**config.mk**
```make
export PLATFORM = sky130hd
export DESIGN_NAME = cati_top
export DESIGN_NICKNAME = d
export VERILOG_FILES = /design/src/logic/cati_pkg.sv /design/src/logic/cati_sync.sv /design/src/logic/cati_timebase.sv /design/src/logic/cati_top.sv
export SDC_FILE = /design/constraint.sdc
export NUM_CORES = 1
export LEC_CHECK = 0
export BUFFER_PORTS_ARGS = -buffer_cell sky130_fd_sc_hd__buf_2
export CORE_MARGIN = 2
export CORE_UTILIZATION = 53
export DETAILED_ROUTE_END_ITERATION = 12
export PLACE_DENSITY = 0.8
export RECOVER_POWER = 50
export SYNTH_ARGS = -nofsm -noshare
export SYNTH_HDL_FRONTEND = slang
export SYNTH_HIERARCHICAL = 1
export SYNTH_SLANG_ARGS = --single-unit
```
**constraint.sdc**
```tcl
create_clock -name aclk -period 2.4 [get_ports aclk]
set_input_delay 0.24 -clock aclk [delete_from_list [all_inputs] [get_ports aclk]]
set_output_delay 0.24 -clock aclk [all_outputs]
set_load 0.02 [all_outputs]
```
**src/logic/cati_pkg.sv**
```systemverilog
// constants and register map of the counter array timebase and interrupt block
// =====================================================================
// Operation
// - 16-bit counter; low byte read latches high byte snapshot for next high read
// - counter reads never disturb counting
// - select 000 counts every 12 clocks, 001 every 4, 100 every clock
// - select 011 counts external input falling edges, source at most clock/4
// - select 101 counts external oscillator divided by 8, synchronized first
// - wrap from all ones to zero sets the overflow flag
// - overflow flag requests an interrupt only while its enable is set
// - hardware never clears the overflow flag on vectoring; software clears it
// - idle halt clear: counting continues while processor idles
// - five modules, each with its own io line through the crossbar
// - all six event flags set on trigger regardless of enables
// - each flag contributes only with its own enable
// - interrupt recognized only with global and array enables both set
// - module 4 watchdog mode after reset restricts certain register writes
package cati_pkg;
    // =================================================================
    // geometry
    localparam int NUM_MODULES = 5;
    localparam int CNT_W       = 16;
    localparam int BYTE_W      = 8;
    // =================================================================
    // timebase
    localparam logic [2:0] TB_DIV12  = 3'h0;
    localparam logic [2:0] TB_DIV4   = 3'h1;
    localparam logic [2:0] TB_T0_OVF = 3'h2;
    localparam logic [2:0] TB_EXT_IN = 3'h3;
    localparam logic [2:0] TB_SYSCLK = 3'h4;
    localparam logic [2:0] TB_OSC8   = 3'h5;
    localparam int         DIV_SLOW  = 12;
    localparam int         DIV_FAST  = 4;
    localparam int         OSC_DIV   = 8;
    // =================================================================
    // register byte addresses
    localparam logic [7:0] ADDR_MODE   = 8'h00;
    localparam logic [7:0] ADDR_FLAGS  = 8'h04;
    localparam logic [7:0] ADDR_IRQEN  = 8'h08;
    localparam logic [7:0] ADDR_CNT_LO = 8'h0c;
    localparam logic [7:0] ADDR_CNT_HI = 8'h10;
    localparam logic [7:0] ADDR_IO     = 8'h14;
    // mode register fields
    localparam int MODE_IDLE_BIT = 0;
    localparam int MODE_TB_LSB   = 1;
    localparam int MODE_OVF_EN   = 4;
    localparam int MODE_WDOG     = 5;
    // flags: bit 0 overflow, bits 5:1 module events
    localparam int FLAG_OVF      = 0;
    localparam int FLAG_MOD_LSB  = 1;
    // irq enable: bits 4:0 module enables, bit 5 array enable
    localparam int IRQ_ARRAY_BIT = 5;
    // io register: bits 4:0 line level, bits 12:8 crossbar enable
    localparam int IO_OE_LSB     = 8;
    // =================================================================
    // axi responses
    localparam logic [1:0] RESP_OKAY   = 2'h0;
    localparam logic [1:0] RESP_SLVERR = 2'h2;
endpackage

```
**src/logic/cati_sync.sv**
```systemverilog
// two flip-flop synchronizer for asynchronous pin levels
`timescale 1ns/10ps
module cati_sync #(
    parameter int WIDTH = 1
) (
    // clock and reset
    input  wire logic             aclk,
    input  wire logic             aresetn,
    // levels
    input  wire logic [WIDTH-1:0] async_in,
    output logic      [WIDTH-1:0] sync_out
);
    logic [WIDTH-1:0] meta_q;
    logic [WIDTH-1:0] meta_d;
    logic [WIDTH-1:0] sync_q;
    logic [WIDTH-1:0] sync_d;

    always_comb begin
        meta_d = async_in;
        sync_d = meta_q;
    end

    always_ff @(posedge aclk) begin
        if (!aresetn) begin
            meta_q <= '0;
            sync_q <= '0;
        end else begin
            meta_q <= meta_d;
            sync_q <= sync_d;
        end
    end

    assign sync_out = sync_q;
endmodule // cati_sync

```
**src/logic/cati_timebase.sv**
```systemverilog
// counter advance pulse generation from the selected timebase
`timescale 1ns/10ps
module cati_timebase (
    // clock and reset
    input  wire logic       aclk,
    input  wire logic       aresetn,
    // selection
    input  wire logic [2:0] tb_sel,
    // sources, already synchronized where they come from pins
    input  wire logic       timer0_ovf,
    input  wire logic       ext_count_sync,
    input  wire logic       ext_osc_sync,
    // advance pulse
    output logic            tick
);
    logic [3:0] pre_q;
    logic [3:0] pre_d;
    logic       ext_prev_q;
    logic       ext_prev_d;
    logic       osc_prev_q;
    logic       osc_prev_d;
    logic [2:0] osc_cnt_q;
    logic [2:0] osc_cnt_d;
    logic       tick_q;
    logic       tick_d;
    logic       osc_rise;

    always_comb begin
        pre_d      = (pre_q == 4'(cati_pkg::DIV_SLOW - 1)) ? 4'h0 : pre_q + 4'h1;
        ext_prev_d = ext_count_sync;
        osc_prev_d = ext_osc_sync;
        osc_rise   = ext_osc_sync & ~osc_prev_q;
        osc_cnt_d  = osc_rise ? osc_cnt_q + 3'h1 : osc_cnt_q;
        case (tb_sel)
            cati_pkg::TB_DIV12:  tick_d = (pre_q == 4'(cati_pkg::DIV_SLOW - 1));
            cati_pkg::TB_DIV4:
                tick_d = (pre_q[1:0] == 2'(cati_pkg::DIV_FAST - 1));
            cati_pkg::TB_T0_OVF: tick_d = timer0_ovf;
            cati_pkg::TB_EXT_IN: tick_d = ext_prev_q & ~ext_count_sync;
            cati_pkg::TB_SYSCLK: tick_d = 1'b1;
            cati_pkg::TB_OSC8:
                tick_d = osc_rise && (osc_cnt_q == 3'(cati_pkg::OSC_DIV - 1));
            default:             tick_d = 1'b0;
        endcase
    end

    always_ff @(posedge aclk) begin
        if (!aresetn) begin
            pre_q      <= 4'h0;
            ext_prev_q <= 1'b0; // synchronizer resets low: no false edge
            osc_prev_q <= 1'b0;
            osc_cnt_q  <= 3'h0;
            tick_q     <= 1'b0;
        end else begin
            pre_q      <= pre_d;
            ext_prev_q <= ext_prev_d;
            osc_prev_q <= osc_prev_d;
            osc_cnt_q  <= osc_cnt_d;
            tick_q     <= tick_d;
        end
    end

    assign tick = tick_q;
endmodule // cati_timebase

```
**src/logic/cati_top.sv**
```systemverilog
// counter array: 16-bit timebase counter, event flags and interrupt request
//
// Implementation choices: the AXI4-Lite interface to the registers and the address map.
`timescale 1ns/10ps
module cati_top (
    // clock and reset
    input  wire logic        aclk,
    input  wire logic        aresetn,
    // axi4-lite write address
    input  wire logic        s_axi_awvalid,
    output logic             s_axi_awready,
    input  wire logic [7:0]  s_axi_awaddr,
    // axi4-lite write data
    input  wire logic        s_axi_wvalid,
    output logic             s_axi_wready,
    input  wire logic [31:0] s_axi_wdata,
    input  wire logic [3:0]  s_axi_wstrb,
    // axi4-lite write response
    output logic             s_axi_bvalid,
    input  wire logic        s_axi_bready,
    output logic [1:0]       s_axi_bresp,
    // axi4-lite read address
    input  wire logic        s_axi_arvalid,
    output logic             s_axi_arready,
    input  wire logic [7:0]  s_axi_araddr,
    // axi4-lite read data
    output logic             s_axi_rvalid,
    input  wire logic        s_axi_rready,
    output logic [31:0]      s_axi_rdata,
    output logic [1:0]       s_axi_rresp,
    // core side
    input  wire logic        global_irq_enable,
    input  wire logic        cpu_idle,
    input  wire logic        timer0_ovf,
    input  wire logic [4:0]  module_event,
    output logic             array_irq,
    // pins
    input  wire logic        ext_count_input,
    input  wire logic        ext_osc_in,
    output logic [4:0]       module_io_line,
    output logic [4:0]       module_io_oe
);
    localparam int NM = cati_pkg::NUM_MODULES;

    // =================================================================
    // state
    logic [15:0]   cnt_q,      cnt_d;
    logic [7:0]    snap_q,     snap_d;
    logic          idle_halt_q, idle_halt_d;
    logic [2:0]    tb_sel_q,   tb_sel_d;
    logic          ovf_en_q,   ovf_en_d;
    logic          wdog_q,     wdog_d;
    logic [NM:0]   flags_q,    flags_d;
    logic [NM-1:0] mod_en_q,   mod_en_d;
    logic          array_en_q, array_en_d;
    logic [NM-1:0] io_q,       io_d;
    logic [NM-1:0] io_oe_q,    io_oe_d;
    logic          irq_q,      irq_d;
    // bus
    logic          aw_have_q,  aw_have_d;
    logic [7:0]    aw_addr_q,  aw_addr_d;
    logic          w_have_q,   w_have_d;
    logic [31:0]   w_data_q,   w_data_d;
    logic [3:0]    w_strb_q,   w_strb_d;
    logic          bvalid_q,   bvalid_d;
    logic [1:0]    bresp_q,    bresp_d;
    logic          rvalid_q,   rvalid_d;
    logic [31:0]   rdata_q,    rdata_d;
    logic [1:0]    rresp_q,    rresp_d;

    logic          tick;
    logic          ext_count_sync;
    logic          ext_osc_sync;

    // =================================================================
    // pin synchronizers and timebase
    cati_sync #(
        .WIDTH (2)
    ) u_sync (
        .aclk     (aclk),
        .aresetn  (aresetn),
        .async_in ({ext_osc_in, ext_count_input}),
        .sync_out ({ext_osc_sync, ext_count_sync})
    );

    cati_timebase u_timebase (
        .aclk           (aclk),
        .aresetn        (aresetn),
        .tb_sel         (tb_sel_q),
        .timer0_ovf     (timer0_ovf),
        .ext_count_sync (ext_count_sync),
        .ext_osc_sync   (ext_osc_sync),
        .tick           (tick)
    );

    // =================================================================
    // helpers
    function automatic logic [31:0] merge(input logic [31:0] old_v,
                                          input logic [31:0] new_v,
                                          input logic [3:0]  strb);
        logic [31:0] r;
        r = old_v;
        for (int i = 0; i < 4; i++) begin
            if (strb[i]) begin
                r[i*8 +: 8] = new_v[i*8 +: 8];
            end
        end
        return r;
    endfunction

    function automatic logic mapped(input logic [7:0] a);
        return (a == cati_pkg::ADDR_MODE)   || (a == cati_pkg::ADDR_FLAGS) ||
               (a == cati_pkg::ADDR_IRQEN)  || (a == cati_pkg::ADDR_CNT_LO) ||
               (a == cati_pkg::ADDR_CNT_HI) || (a == cati_pkg::ADDR_IO);
    endfunction

    // =================================================================
    // next state
    logic          do_write;
    logic          do_read;
    logic          advance;
    logic [31:0]   wval;
    logic [31:0]   mode_rd;
    logic [NM:0]   flag_set;
    logic [NM:0]   flag_clr;
    logic [NM:0]   flag_en;

    always_comb begin
        cnt_d       = cnt_q;
        snap_d      = snap_q;
        idle_halt_d = idle_halt_q;
        tb_sel_d    = tb_sel_q;
        ovf_en_d    = ovf_en_q;
        wdog_d      = wdog_q;
        mod_en_d    = mod_en_q;
        array_en_d  = array_en_q;
        io_d        = io_q;
        io_oe_d     = io_oe_q;
        aw_have_d   = aw_have_q;
        aw_addr_d   = aw_addr_q;
        w_have_d    = w_have_q;
        w_data_d    = w_data_q;
        w_strb_d    = w_strb_q;
        bvalid_d    = bvalid_q;
        bresp_d     = bresp_q;
        rvalid_d    = rvalid_q;
        rdata_d     = rdata_q;
        rresp_d     = rresp_q;
        flag_clr    = '0;

        mode_rd = '0;
        mode_rd[cati_pkg::MODE_IDLE_BIT]                   = idle_halt_q;
        mode_rd[cati_pkg::MODE_TB_LSB +: 3]                = tb_sel_q;
        mode_rd[cati_pkg::MODE_OVF_EN]                     = ovf_en_q;
        mode_rd[cati_pkg::MODE_WDOG]                       = wdog_q;

        // write channels are taken independently, in either order
        if (s_axi_awvalid && !aw_have_q && !bvalid_q) begin
            aw_have_d = 1'b1;
            aw_addr_d = s_axi_awaddr;
        end
        if (s_axi_wvalid && !w_have_q && !bvalid_q) begin
            w_have_d = 1'b1;
            w_data_d = s_axi_wdata;
            w_strb_d = s_axi_wstrb;
        end
        do_write = aw_have_q && w_have_q && !bvalid_q;
        wval     = 32'h0;
        if (do_write) begin
            aw_have_d = 1'b0;
            w_have_d  = 1'b0;
            bvalid_d  = 1'b1;
            bresp_d   = mapped(aw_addr_q) ? cati_pkg::RESP_OKAY : cati_pkg::RESP_SLVERR;
            case (aw_addr_q)
                cati_pkg::ADDR_MODE: begin
                    wval = merge(mode_rd, w_data_q, w_strb_q);
                    // watchdog mode locks the timebase setup; only its own bit may be cleared
                    if (!wdog_q) begin
                        idle_halt_d = wval[cati_pkg::MODE_IDLE_BIT];
                        tb_sel_d    = wval[cati_pkg::MODE_TB_LSB +: 3];
                        ovf_en_d    = wval[cati_pkg::MODE_OVF_EN];
                    end
                    wdog_d = wval[cati_pkg::MODE_WDOG];
                end
                cati_pkg::ADDR_FLAGS: begin
                    // write one to clear; hardware never clears a flag on its own
                    flag_clr = w_data_q[NM:0] & {(NM+1){w_strb_q[0]}};
                end
                cati_pkg::ADDR_IRQEN: begin
                    wval       = merge({26'h0, array_en_q, mod_en_q}, w_data_q, w_strb_q);
                    mod_en_d   = wval[NM-1:0];
                    array_en_d = wval[cati_pkg::IRQ_ARRAY_BIT];
                end
                cati_pkg::ADDR_CNT_LO: begin
                    if (!wdog_q && w_strb_q[0]) begin
                        cnt_d[7:0] = w_data_q[7:0];
                    end
                end
                cati_pkg::ADDR_CNT_HI: begin
                    if (!wdog_q && w_strb_q[0]) begin
                        cnt_d[15:8] = w_data_q[7:0];
                    end
                end
                cati_pkg::ADDR_IO: begin
                    wval    = merge({19'h0, io_oe_q, 3'h0, io_q}, w_data_q, w_strb_q);
                    io_d    = wval[NM-1:0];
                    io_oe_d = wval[cati_pkg::IO_OE_LSB +: NM];
                end
                default: ;
            endcase
        end
        if (bvalid_q && s_axi_bready) begin
            bvalid_d = 1'b0;
        end

        // read: one in flight; low byte read takes the high byte snapshot
        do_read = s_axi_arvalid && !rvalid_q;
        if (do_read) begin
            rvalid_d = 1'b1;
            rresp_d  = mapped(s_axi_araddr) ? cati_pkg::RESP_OKAY : cati_pkg::RESP_SLVERR;
            case (s_axi_araddr)
                cati_pkg::ADDR_MODE:   rdata_d = mode_rd;
                cati_pkg::ADDR_FLAGS:  rdata_d = {26'h0, flags_q};
                cati_pkg::ADDR_IRQEN:  rdata_d = {26'h0, array_en_q, mod_en_q};
                cati_pkg::ADDR_CNT_LO: begin
                    rdata_d = {24'h0, cnt_q[7:0]};
                    snap_d  = cnt_q[15:8];
                end
                cati_pkg::ADDR_CNT_HI: rdata_d = {24'h0, snap_q};
                cati_pkg::ADDR_IO:     rdata_d = {19'h0, io_oe_q, 3'h0, io_q};
                default:               rdata_d = 32'h0;
            endcase
        end else if (rvalid_q && s_axi_rready) begin
            rvalid_d = 1'b0;
        end

        // counting ignores every bus read; idle halts only when asked to
        advance = tick && !(idle_halt_q && cpu_idle);
        if (advance) begin
            cnt_d = cnt_q + 16'h1;
        end

        // flags: a trigger in the same cycle as a clear wins
        flag_set                                = '0;
        flag_set[cati_pkg::FLAG_OVF]            = advance && (cnt_q == 16'hffff);
        flag_set[cati_pkg::FLAG_MOD_LSB +: NM]  = module_event;
        flags_d = (flags_q & ~flag_clr) | flag_set;

        flag_en = {mod_en_q, ovf_en_q};
        irq_d   = (|(flags_q & flag_en)) && array_en_q && global_irq_enable;
    end

    // =================================================================
    // registers
    always_ff @(posedge aclk) begin
        if (!aresetn) begin
            cnt_q       <= 16'h0;
            snap_q      <= 8'h0;
            idle_halt_q <= 1'b0;
            tb_sel_q    <= cati_pkg::TB_DIV12;
            ovf_en_q    <= 1'b0;
            wdog_q      <= 1'b1;
            flags_q     <= '0;
            mod_en_q    <= '0;
            array_en_q  <= 1'b0;
            io_q        <= '0;
            io_oe_q     <= '0;
            irq_q       <= 1'b0;
            aw_have_q   <= 1'b0;
            aw_addr_q   <= 8'h0;
            w_have_q    <= 1'b0;
            w_data_q    <= 32'h0;
            w_strb_q    <= 4'h0;
            bvalid_q    <= 1'b0;
            bresp_q     <= cati_pkg::RESP_OKAY;
            rvalid_q    <= 1'b0;
            rdata_q     <= 32'h0;
            rresp_q     <= cati_pkg::RESP_OKAY;
        end else begin
            cnt_q       <= cnt_d;
            snap_q      <= snap_d;
            idle_halt_q <= idle_halt_d;
            tb_sel_q    <= tb_sel_d;
            ovf_en_q    <= ovf_en_d;
            wdog_q      <= wdog_d;
            flags_q     <= flags_d;
            mod_en_q    <= mod_en_d;
            array_en_q  <= array_en_d;
            io_q        <= io_d;
            io_oe_q     <= io_oe_d;
            irq_q       <= irq_d;
            aw_have_q   <= aw_have_d;
            aw_addr_q   <= aw_addr_d;
            w_have_q    <= w_have_d;
            w_data_q    <= w_data_d;
            w_strb_q    <= w_strb_d;
            bvalid_q    <= bvalid_d;
            bresp_q     <= bresp_d;
            rvalid_q    <= rvalid_d;
            rdata_q     <= rdata_d;
            rresp_q     <= rresp_d;
        end
    end

    // =================================================================
    // outputs
    assign s_axi_awready  = !aw_have_q && !bvalid_q;
    assign s_axi_wready   = !w_have_q && !bvalid_q;
    assign s_axi_bvalid   = bvalid_q;
    assign s_axi_bresp    = bresp_q;
    assign s_axi_arready  = !rvalid_q;
    assign s_axi_rvalid   = rvalid_q;
    assign s_axi_rdata    = rdata_q;
    assign s_axi_rresp    = rresp_q;
    assign array_irq      = irq_q;
    assign module_io_line = io_q;
    assign module_io_oe   = io_oe_q;
endmodule // cati_top

```
==> results.yml, run 1 <==
sta:
  post-route-period-util: 0.926
  relSlewSlack: 0.0515
  fmax_mhz: 450
  layout_min_cycle_time_ns: 2.22
  whs_ns: 0.0627
  finalHoldViolCount: 0
  setup_tns_ns: 0
  worst_slew_pin_slew_ns: 1.42
  finClkSkew_ns: 0.0161
  rsz0062_at_grt: "no"
  setup_viol: 0
  maxSlewViolCount: 0
finish:
  nNetsFinal: 696
  diodes: 0
  fin_area_um2: 5400
  regArea_um2: 2180
  fill_cells: 779
  multiInputGateArea_um2: 2450
  final_layout_size_suffix_gt1_frac: 0.137
  syn_to_final_growth_pct: 11.4
detailed_routing:
  ant_nets: 0
  wl_per_cell_um: 15.0
  drc: 0
  wl_um: 11000
  vias: 4244
  vias_per_cell: 5.77
  dr.first_iter.drc_count: 278
  dr.pass1.iters: 5
synthesis:
  synth-edff-count: 0
  ys_ff_latch: 109
  async_flop_share: 0
  synth_top_area_frac: 0.450
  synth_top_family_by_area: "simple AND/OR/NAND/NOR gates"
  synth_most_common_cell: "dfxtp_1"
  synth_top_area_cell: "dfxtp_1"
  synthCells: 554
  synth.avg_cell_area_um2: 8.74
  ys_warn_count: 6
  synth-simple-area-share: 0.223
  synth_area_leaders: "dfxtp_1, nand2_1, mux2i_1, a21oi_1, nor2_1"
  synth_cell_types: 60
  synthAdderAreaFrac: 0.0103
  synthMuxAreaShare: 0.100
  yosysSeqAreaShare: 0.450
  synth_compound_area_frac: 0.152
  synth_flop_cell: "dfxtp_1"
  synth_xor_area_frac: 0.00362
  synth_common_cells: "dfxtp_1, nand2_1, nor2_1"
  synth.cell_area_um2: 4840
grt:
  antenna_found_initial: 0
  grt_pass1_wl_um: 18300
  grt_util_all_layers: 0.226
  grt_max_degree: 43
  globalRouteOverflowTotal: 0
  grt_pass1_vias: 3836
clock_network:
  cts_tree: "built"
  cts_resized: 0
  cts_buffers: 9
  clockBufferDepth: 2
  cts_sinks: 109
  clkTransAtPathRegs_ns: 0.11
  htreeDepth: 3
  root_buffer: "clkbuf_8"
  insertion_delay_ns: 0.37
  cts_setup_buffers: 0
  postCtsHoldBufs: 0
floorplanning:
  die-width_um: 99.6
  die_area_um2: 9920
  num_rows: 34
  initial_utilization: 0.550
  core_area_um2: 8810
  die_h_um: 99.6
  io_pins: 121
pwr:
  irDropWorstVdd_mv: 0.325
  power_leakage_uw: 0.00210
  swShare: 0.265
  power.density_nw_per_um2: 618
  power.internal_uw: 2450
  pwr-share-comb: 0.079
  finalPower_uw: 3340
  pwr-share-seq: 0.572
  pwr-share-clk: 0.349
  switching_power_uw: 883
critical_path:
  reg2regPathDepth: 5
  critical_path_depth: 5
  r2r-start: "aw_addr_q[4]$_SDFFE_PN0P_"
  worst-path-buf-inv: 0
  crit_slowest_cell: "or4_1"
  setup.worst_path.start_class: "flip-flop"
  crit_end: "cnt_q[13]$_SDFFE_PN0P_"
  crit_path_start: "aw_addr_q[4]$_SDFFE_PN0P_"
  worstPathMaxFanout: 6
  path_cells: "or4b_4, or4_1, mux2_4, nand3_1, o31ai_1"
  cp-end-kind: "flip-flop"
  required_ns: 2.62
  cp.arrival_ns: 2.44
  critPathTopFamily: "simple AND/OR/NAND/NOR gates"
  r2r_end: "cnt_q[13]$_SDFFE_PN0P_"
  slowest_delay_ns: 0.61
  r2r_slack_ns: 0.18
  critPathKind: "reg2reg"
placed_design:
  gp_congestion: 0.909
  place_area_um2: 5240
  port_buffers: 78
  dp_hpwl_um: 8070
flow_run:
  cap_violations: 0
min_path:
  hold_depth: 2
  worst_hold_path_type: "in2reg"
status:
  status: "completed"
[state kept, by name, summed over array words and instances, names as in the netlist, 2 cells and up]
| signal | count |
|---|---|
| flags_q | 6 |
| u_sync/sync_out | 2 |
| u_sync/meta_q | 2 |
| tb_sel_q | 3 |
| u_timebase/pre_q | 4 |
| s_axi_rdata | 13 |
| module_io_oe | 5 |
| u_timebase/osc_cnt_q | 3 |
| snap_q | 8 |
| aw_addr_q | 8 |
| w_strb_q | 2 |
| w_data_q | 13 |
| mod_en_q | 5 |
| module_io_line | 5 |
| cnt_q | 16 |
[routing by layer]
metal | wire (µm) | part of all wire | GRT usage
met3 | 671 | 0.061 | 0.0478
met2 | 5200 | 0.47 | 0.362
met1 | 4910 | 0.44 | 0.305
met4 | 252 | 0.023 | 0.0738
met5 | 0 | 0 | 0
[worst min path at each step]
stage / start / end
finish: ext_count_input / u_sync/meta_q[0]$_SDFF_PN0_
global route: ext_count_input / u_sync/meta_q[0]$_SDFF_PN0_
CTS: ext_count_input / u_sync/meta_q[0]$_SDFF_PN0_
detailed placement: u_sync/meta_q[0]$_SDFF_PN0_ / u_sync/sync_out[0]$_SDFF_PN0_
global placement: u_sync/meta_q[1]$_SDFF_PN0_ / u_sync/sync_out[1]$_SDFF_PN0_
floorplan: module_event[0] / flags_q[1]$_SDFF_PN0_
[logic make-up (layout without fill, tap and decap cells)]
group                    count (synthesis)  count (layout)
flip-flops                             109             109
multiplexers                            40              40
AND/OR/NAND/NOR                        225             225
AO/OA/AOI/OAI                          118             118
buffers and inverters                   55             109
adder cells (fa/ha/maj)                  4               4
XOR/XNOR                                 2               2
other                                    1              21
[area by class of cell]
| class | instances | share of cell area |
|---|---|---|
| Multi-Input combinational cell | 410 | 0.454 |
| Timing Repair Buffer | 86 | 0.0732 |
| Clock inverter | 6 | 0.0153 |
| Inverter | 7 | 0.00487 |
| Sequential cell | 109 | 0.404 |
| Tap cell | 108 | 0.0250 |
| Clock buffer | 10 | 0.0236 |
[worst register-to-register path, stage by stage, from the launching register on]
cell	delay (ns)
dfxtp_1	0.41
or4b_4	0.50
or4_1	0.61
mux2_4	0.37
nand3_1	0.09
o31ai_1	0.10
[stage by stage]
| stage | worst slack [ns] | instances | util |
|---|---|---|---|
| floorplan | 0.444 | 574 | - |
| global placement | 0.255 | 720 | 0.595 |
| detailed placement | 0.236 | 720 | 0.595 |
| CTS | 0.211 | 736 | 0.619 |
| global route | 0.0617 | 736 | 0.613 |
| finish | 0.177 | 736 | 0.613 |
[power groups by stage]
stage | logic (µW) | clock network, µW | registers, µW
final | 263 | 1170 | 1910
after detailed placement | 267 | 0 | 1950
after global routing | 294 | 1270 | 1920
after global placement | 260 | 0 | 1950
after CTS | 268 | 1180 | 1910
after floorplan | 209 | 0 | 1930
[layout by cell type (no fill, tap or decap), drive strengths merged, types with 2 or more instances in the layout]
| cell | netlist | final |
|---|---|---|
| a21boi | 2 | 2 |
| clkinv | 1 | 2 |
| or4 | 2 | 2 |
| and3 | 11 | 11 |
| a31oi | 12 | 12 |
| mux2 | 6 | 6 |
| or4b | 2 | 2 |
| xor2 | 2 | 2 |
| o21ai | 19 | 19 |
| nor3 | 9 | 9 |
| conb | 1 | 21 |
| nand2b | 4 | 4 |
| a221oi | 2 | 2 |
| and2 | 12 | 12 |
| a22oi | 11 | 11 |
| nor2b | 5 | 5 |
| a32oi | 4 | 4 |
| o2bb2ai | 5 | 5 |
| mux4 | 6 | 6 |
| clkbuf | 22 | 46 |
| or3 | 7 | 7 |
| mux2i | 28 | 28 |
| a32o | 2 | 2 |
| nor3b | 2 | 2 |
| ha | 4 | 4 |
| nor2 | 57 | 57 |
| a21oi | 50 | 50 |
| nor4 | 2 | 2 |
| nand4 | 4 | 4 |
| inv | 6 | 9 |
| a2bb2oi | 3 | 3 |
| nand3 | 21 | 21 |
| buf | 26 | 50 |
| dfxtp | 109 | 109 |
| nand2 | 80 | 80 |
Note: power is estimated with default switching activity, not from simulation.
==> run 2: changes to the inputs <==
Settings changed: ABC_AREA from default to 1, CORE_UTILIZATION 53 to 54, MAX_ROUTING_LAYER from default to met4.
==> run 2 against run 1 <==
  * Critical path depth decreased by 1
  * Design area increased by 7.0%
  * Cell count increased by 27%
  * Hold slack got worse by 0.021 ns
  * Setup slack improved by 0.42 ns
  * Sequential cell count unchanged
  * Wire length increased by 16%
  * Register-to-register slack improved by 0.48 ns
  * Fmax increased by 23%
  * Clock power about the same
  * Count of clock-buffer cells in the layout increased by 1
  * Global-route usage increased by 3.6 points
  * Critical path type is now in2reg
==> results.yml, run 2 <==
critical_path:
  slowest_delay_ns: 0.80
  crit_slowest_cell: "clkbuf_1"
  r2r_end: "cnt_q[6]$_SDFFE_PN0P_"
  path_cells: "clkbuf_1, clkbuf_1, o21ai_0, nor2_1"
  cp-end-kind: "flip-flop"
  setup.worst_path.start_class: "input port"
  reg2regPathDepth: 7
  worstPathMaxFanout: 29
  cp.arrival_ns: 2.10
  path_common_cell: "clkbuf_1"
  critPathKind: "in2reg"
  r2r_slack_ns: 0.66
  r2r-start: "idle_halt_q$_SDFFE_PN0P_"
  crit_path_start: "aresetn"
  required_ns: 2.70
floorplanning:
  num_rows: 35
  die_h_um: 102
  die-width_um: 102
  die_area_um2: 10500
  initial_utilization: 0.560
  io_pins: 121
  core_area_um2: 9330
detailed_routing:
  wl_um: 12800
  vias: 4917
  ant_nets: 0
  wl_per_cell_um: 13.7
  vias_per_cell: 5.26
  dr.first_iter.drc_count: 333
  dr.pass1.iters: 5
  drc: 0
clock_network:
  cts_sinks: 109
  cts_buffers: 9
  cts_resized: 0
  clockBufferDepth: 2
  root_buffer: "clkbuf_8"
  htreeDepth: 3
  postCtsHoldBufs: 0
  insertion_delay_ns: 0.37
  clkTransAtPathRegs_ns: 0.11
  cts_setup_buffers: 0
  cts_tree: "built"
grt:
  grt_pass1_wl_um: 20900
  grt_pass1_vias: 4487
  grt_max_degree: 30
  globalRouteOverflowTotal: 0
  antenna_found_initial: 0
  grt_util_all_layers: 0.261
pwr:
  power.density_nw_per_um2: 609
  irDropWorstVdd_mv: 0.382
  finalPower_uw: 3520
  power_leakage_uw: 0.00247
finish:
  multiInputGateArea_um2: 2510
  final_util: 0.619
  fill_cells: 891
  final_cell_mix: "nand2_1, dfxtp_1, nor2_1"
  final_common_cell: "nand2_1"
  regArea_um2: 2180
  final_layout_size_suffix_gt1_frac: 0.133
  largest-register: "cnt_q"
  syn_to_final_growth_pct: 10.5
  largest_reg_flops: 16
  diodes: 0
  nNetsFinal: 873
sta:
  relSlewSlack: 0.260
  post-route-period-util: 0.751
  setup_viol: 0
  maxSlewViolCount: 0
  setup_tns_ns: 0
  layout_min_cycle_time_ns: 1.80
  finalHoldViolCount: 0
  worst_slew_pin_slew_ns: 1.11
  rsz0062_at_grt: "no"
  fmax_mhz: 555
  finClkSkew_ns: 0.0174
synthesis:
  synth.cell_area_um2: 5220
  async_flop_share: 0
  synth_common_cells: "nand2_1, dfxtp_1, nor2_1"
  synth_top_area_frac: 0.418
  yosysSeqAreaShare: 0.418
  synth.avg_cell_area_um2: 7.21
  ys_ff_latch: 109
  synth_cell_types: 45
  synth_most_common_cell: "nand2_1"
  synth_flop_cell: "dfxtp_1"
  synthCells: 725
  synth-edff-count: 0
  synth_top_area_cell: "dfxtp_1"
  ys_warn_count: 6
  synth_area_leaders: "dfxtp_1, nand2_1, o21ai_0, a21oi_1, nor2_1"
min_path:
  hold_depth: 3
  worst_hold_path_type: "in2reg"
  holdCritStartpoint: "ext_count_input"
  min_to: "u_sync/meta_q[0]$_SDFF_PN0_"
flow_run:
  cap_violations: 0
status:
  status: "completed"
placed_design:
  dp_hpwl_um: 9480
  port_buffers: 78
  gp_congestion: 0.889
==> run 2: cell types whose count changed after synthesis, moves of 13 or more <==
cell / previous run / this run
o21ai_0: 19 / 79
nand2_1: 80 / 124
nor2_1: 56 / 91
inv_1: 6 / 79
a21oi_1: 50 / 74
mux2i_1: 28 / 0
nand3_1: 21 / 38
clkbuf_1: 22 / 9
==> run 2: worst max path at each step <==
stage / end / slack (ns) / depth (start not counted)
CTS: cnt_q[6]$_SDFFE_PN0P_ / 0.71 / 7
global placement: cnt_q[8]$_SDFFE_PN0P_ / 0.77 / 8
global route: w_strb_q[0]$_SDFFE_PN0P_ / 0.45 / 4
finish: w_data_q[7]$_SDFFE_PN0P_ / 0.60 / 4
floorplan: w_data_q[1]$_SDFFE_PN0P_ / 0.95 / 5
detailed placement: cnt_q[8]$_SDFFE_PN0P_ / 0.72 / 8
==> run 2: cells by family (layout without fill, tap and decap cells) <==
family                     after synthesis  after routing  share of synthesized area
adders and majority gates                4              4                    0.00958
xor gates and xnor gates                 1              1                    0.00168
other                                    1             21                   0.000718
buffers and inverters                  127            187                      0.114
AOI/OAI and AO/OA                      184            184                      0.190
and+or+nand+nor                        299            299                      0.267
DFF                                    109            109                      0.418
==> run 2: area by class of cell <==
type	instances	area share
Tap cell	129	0.0280
Multi-Input combinational cell	509	0.435
Sequential cell	109	0.378
Inverter	87	0.0576
Timing Repair Buffer	84	0.0663
Clock buffer	11	0.0245
Clock inverter	5	0.0111
==> run 2: routing by layer <==
metal,wire (µm),global-route usage,vias to the layer above
met3,903,0.0363,19
li1,-,-,2468
met1,5650,0.330,2228
met5,0,-,-
met4,184,0.0821,0
met2,6090,0.434,202
==> run 2: through the flow <==
step	setup slack, ns	area [µm²]	hold WS (ns)	cells
2_1_floorplan	0.945	5300	0.333	745
3_3_place_gp	0.767	5630	0.392	918
3_5_place_dp	0.718	5630	0.402	918
4_1_cts	0.710	5840	0.0404	934
5_1_grt	0.454	5770	0.0427	934
6_report	0.598	5770	0.0419	934
==> run 2: critical path: cells and delay by family <==
family | cells | cell delay, ns
buf+inv | 2 | 1.45
compound gates | 1 | 0.27
simple gates | 1 | 0.13
==> run 2: report_power, final <==
part           switching (µW)  internal (µW)
clock network             647            526
logic                     275            124
registers                61.9           1890
total                     984           2540
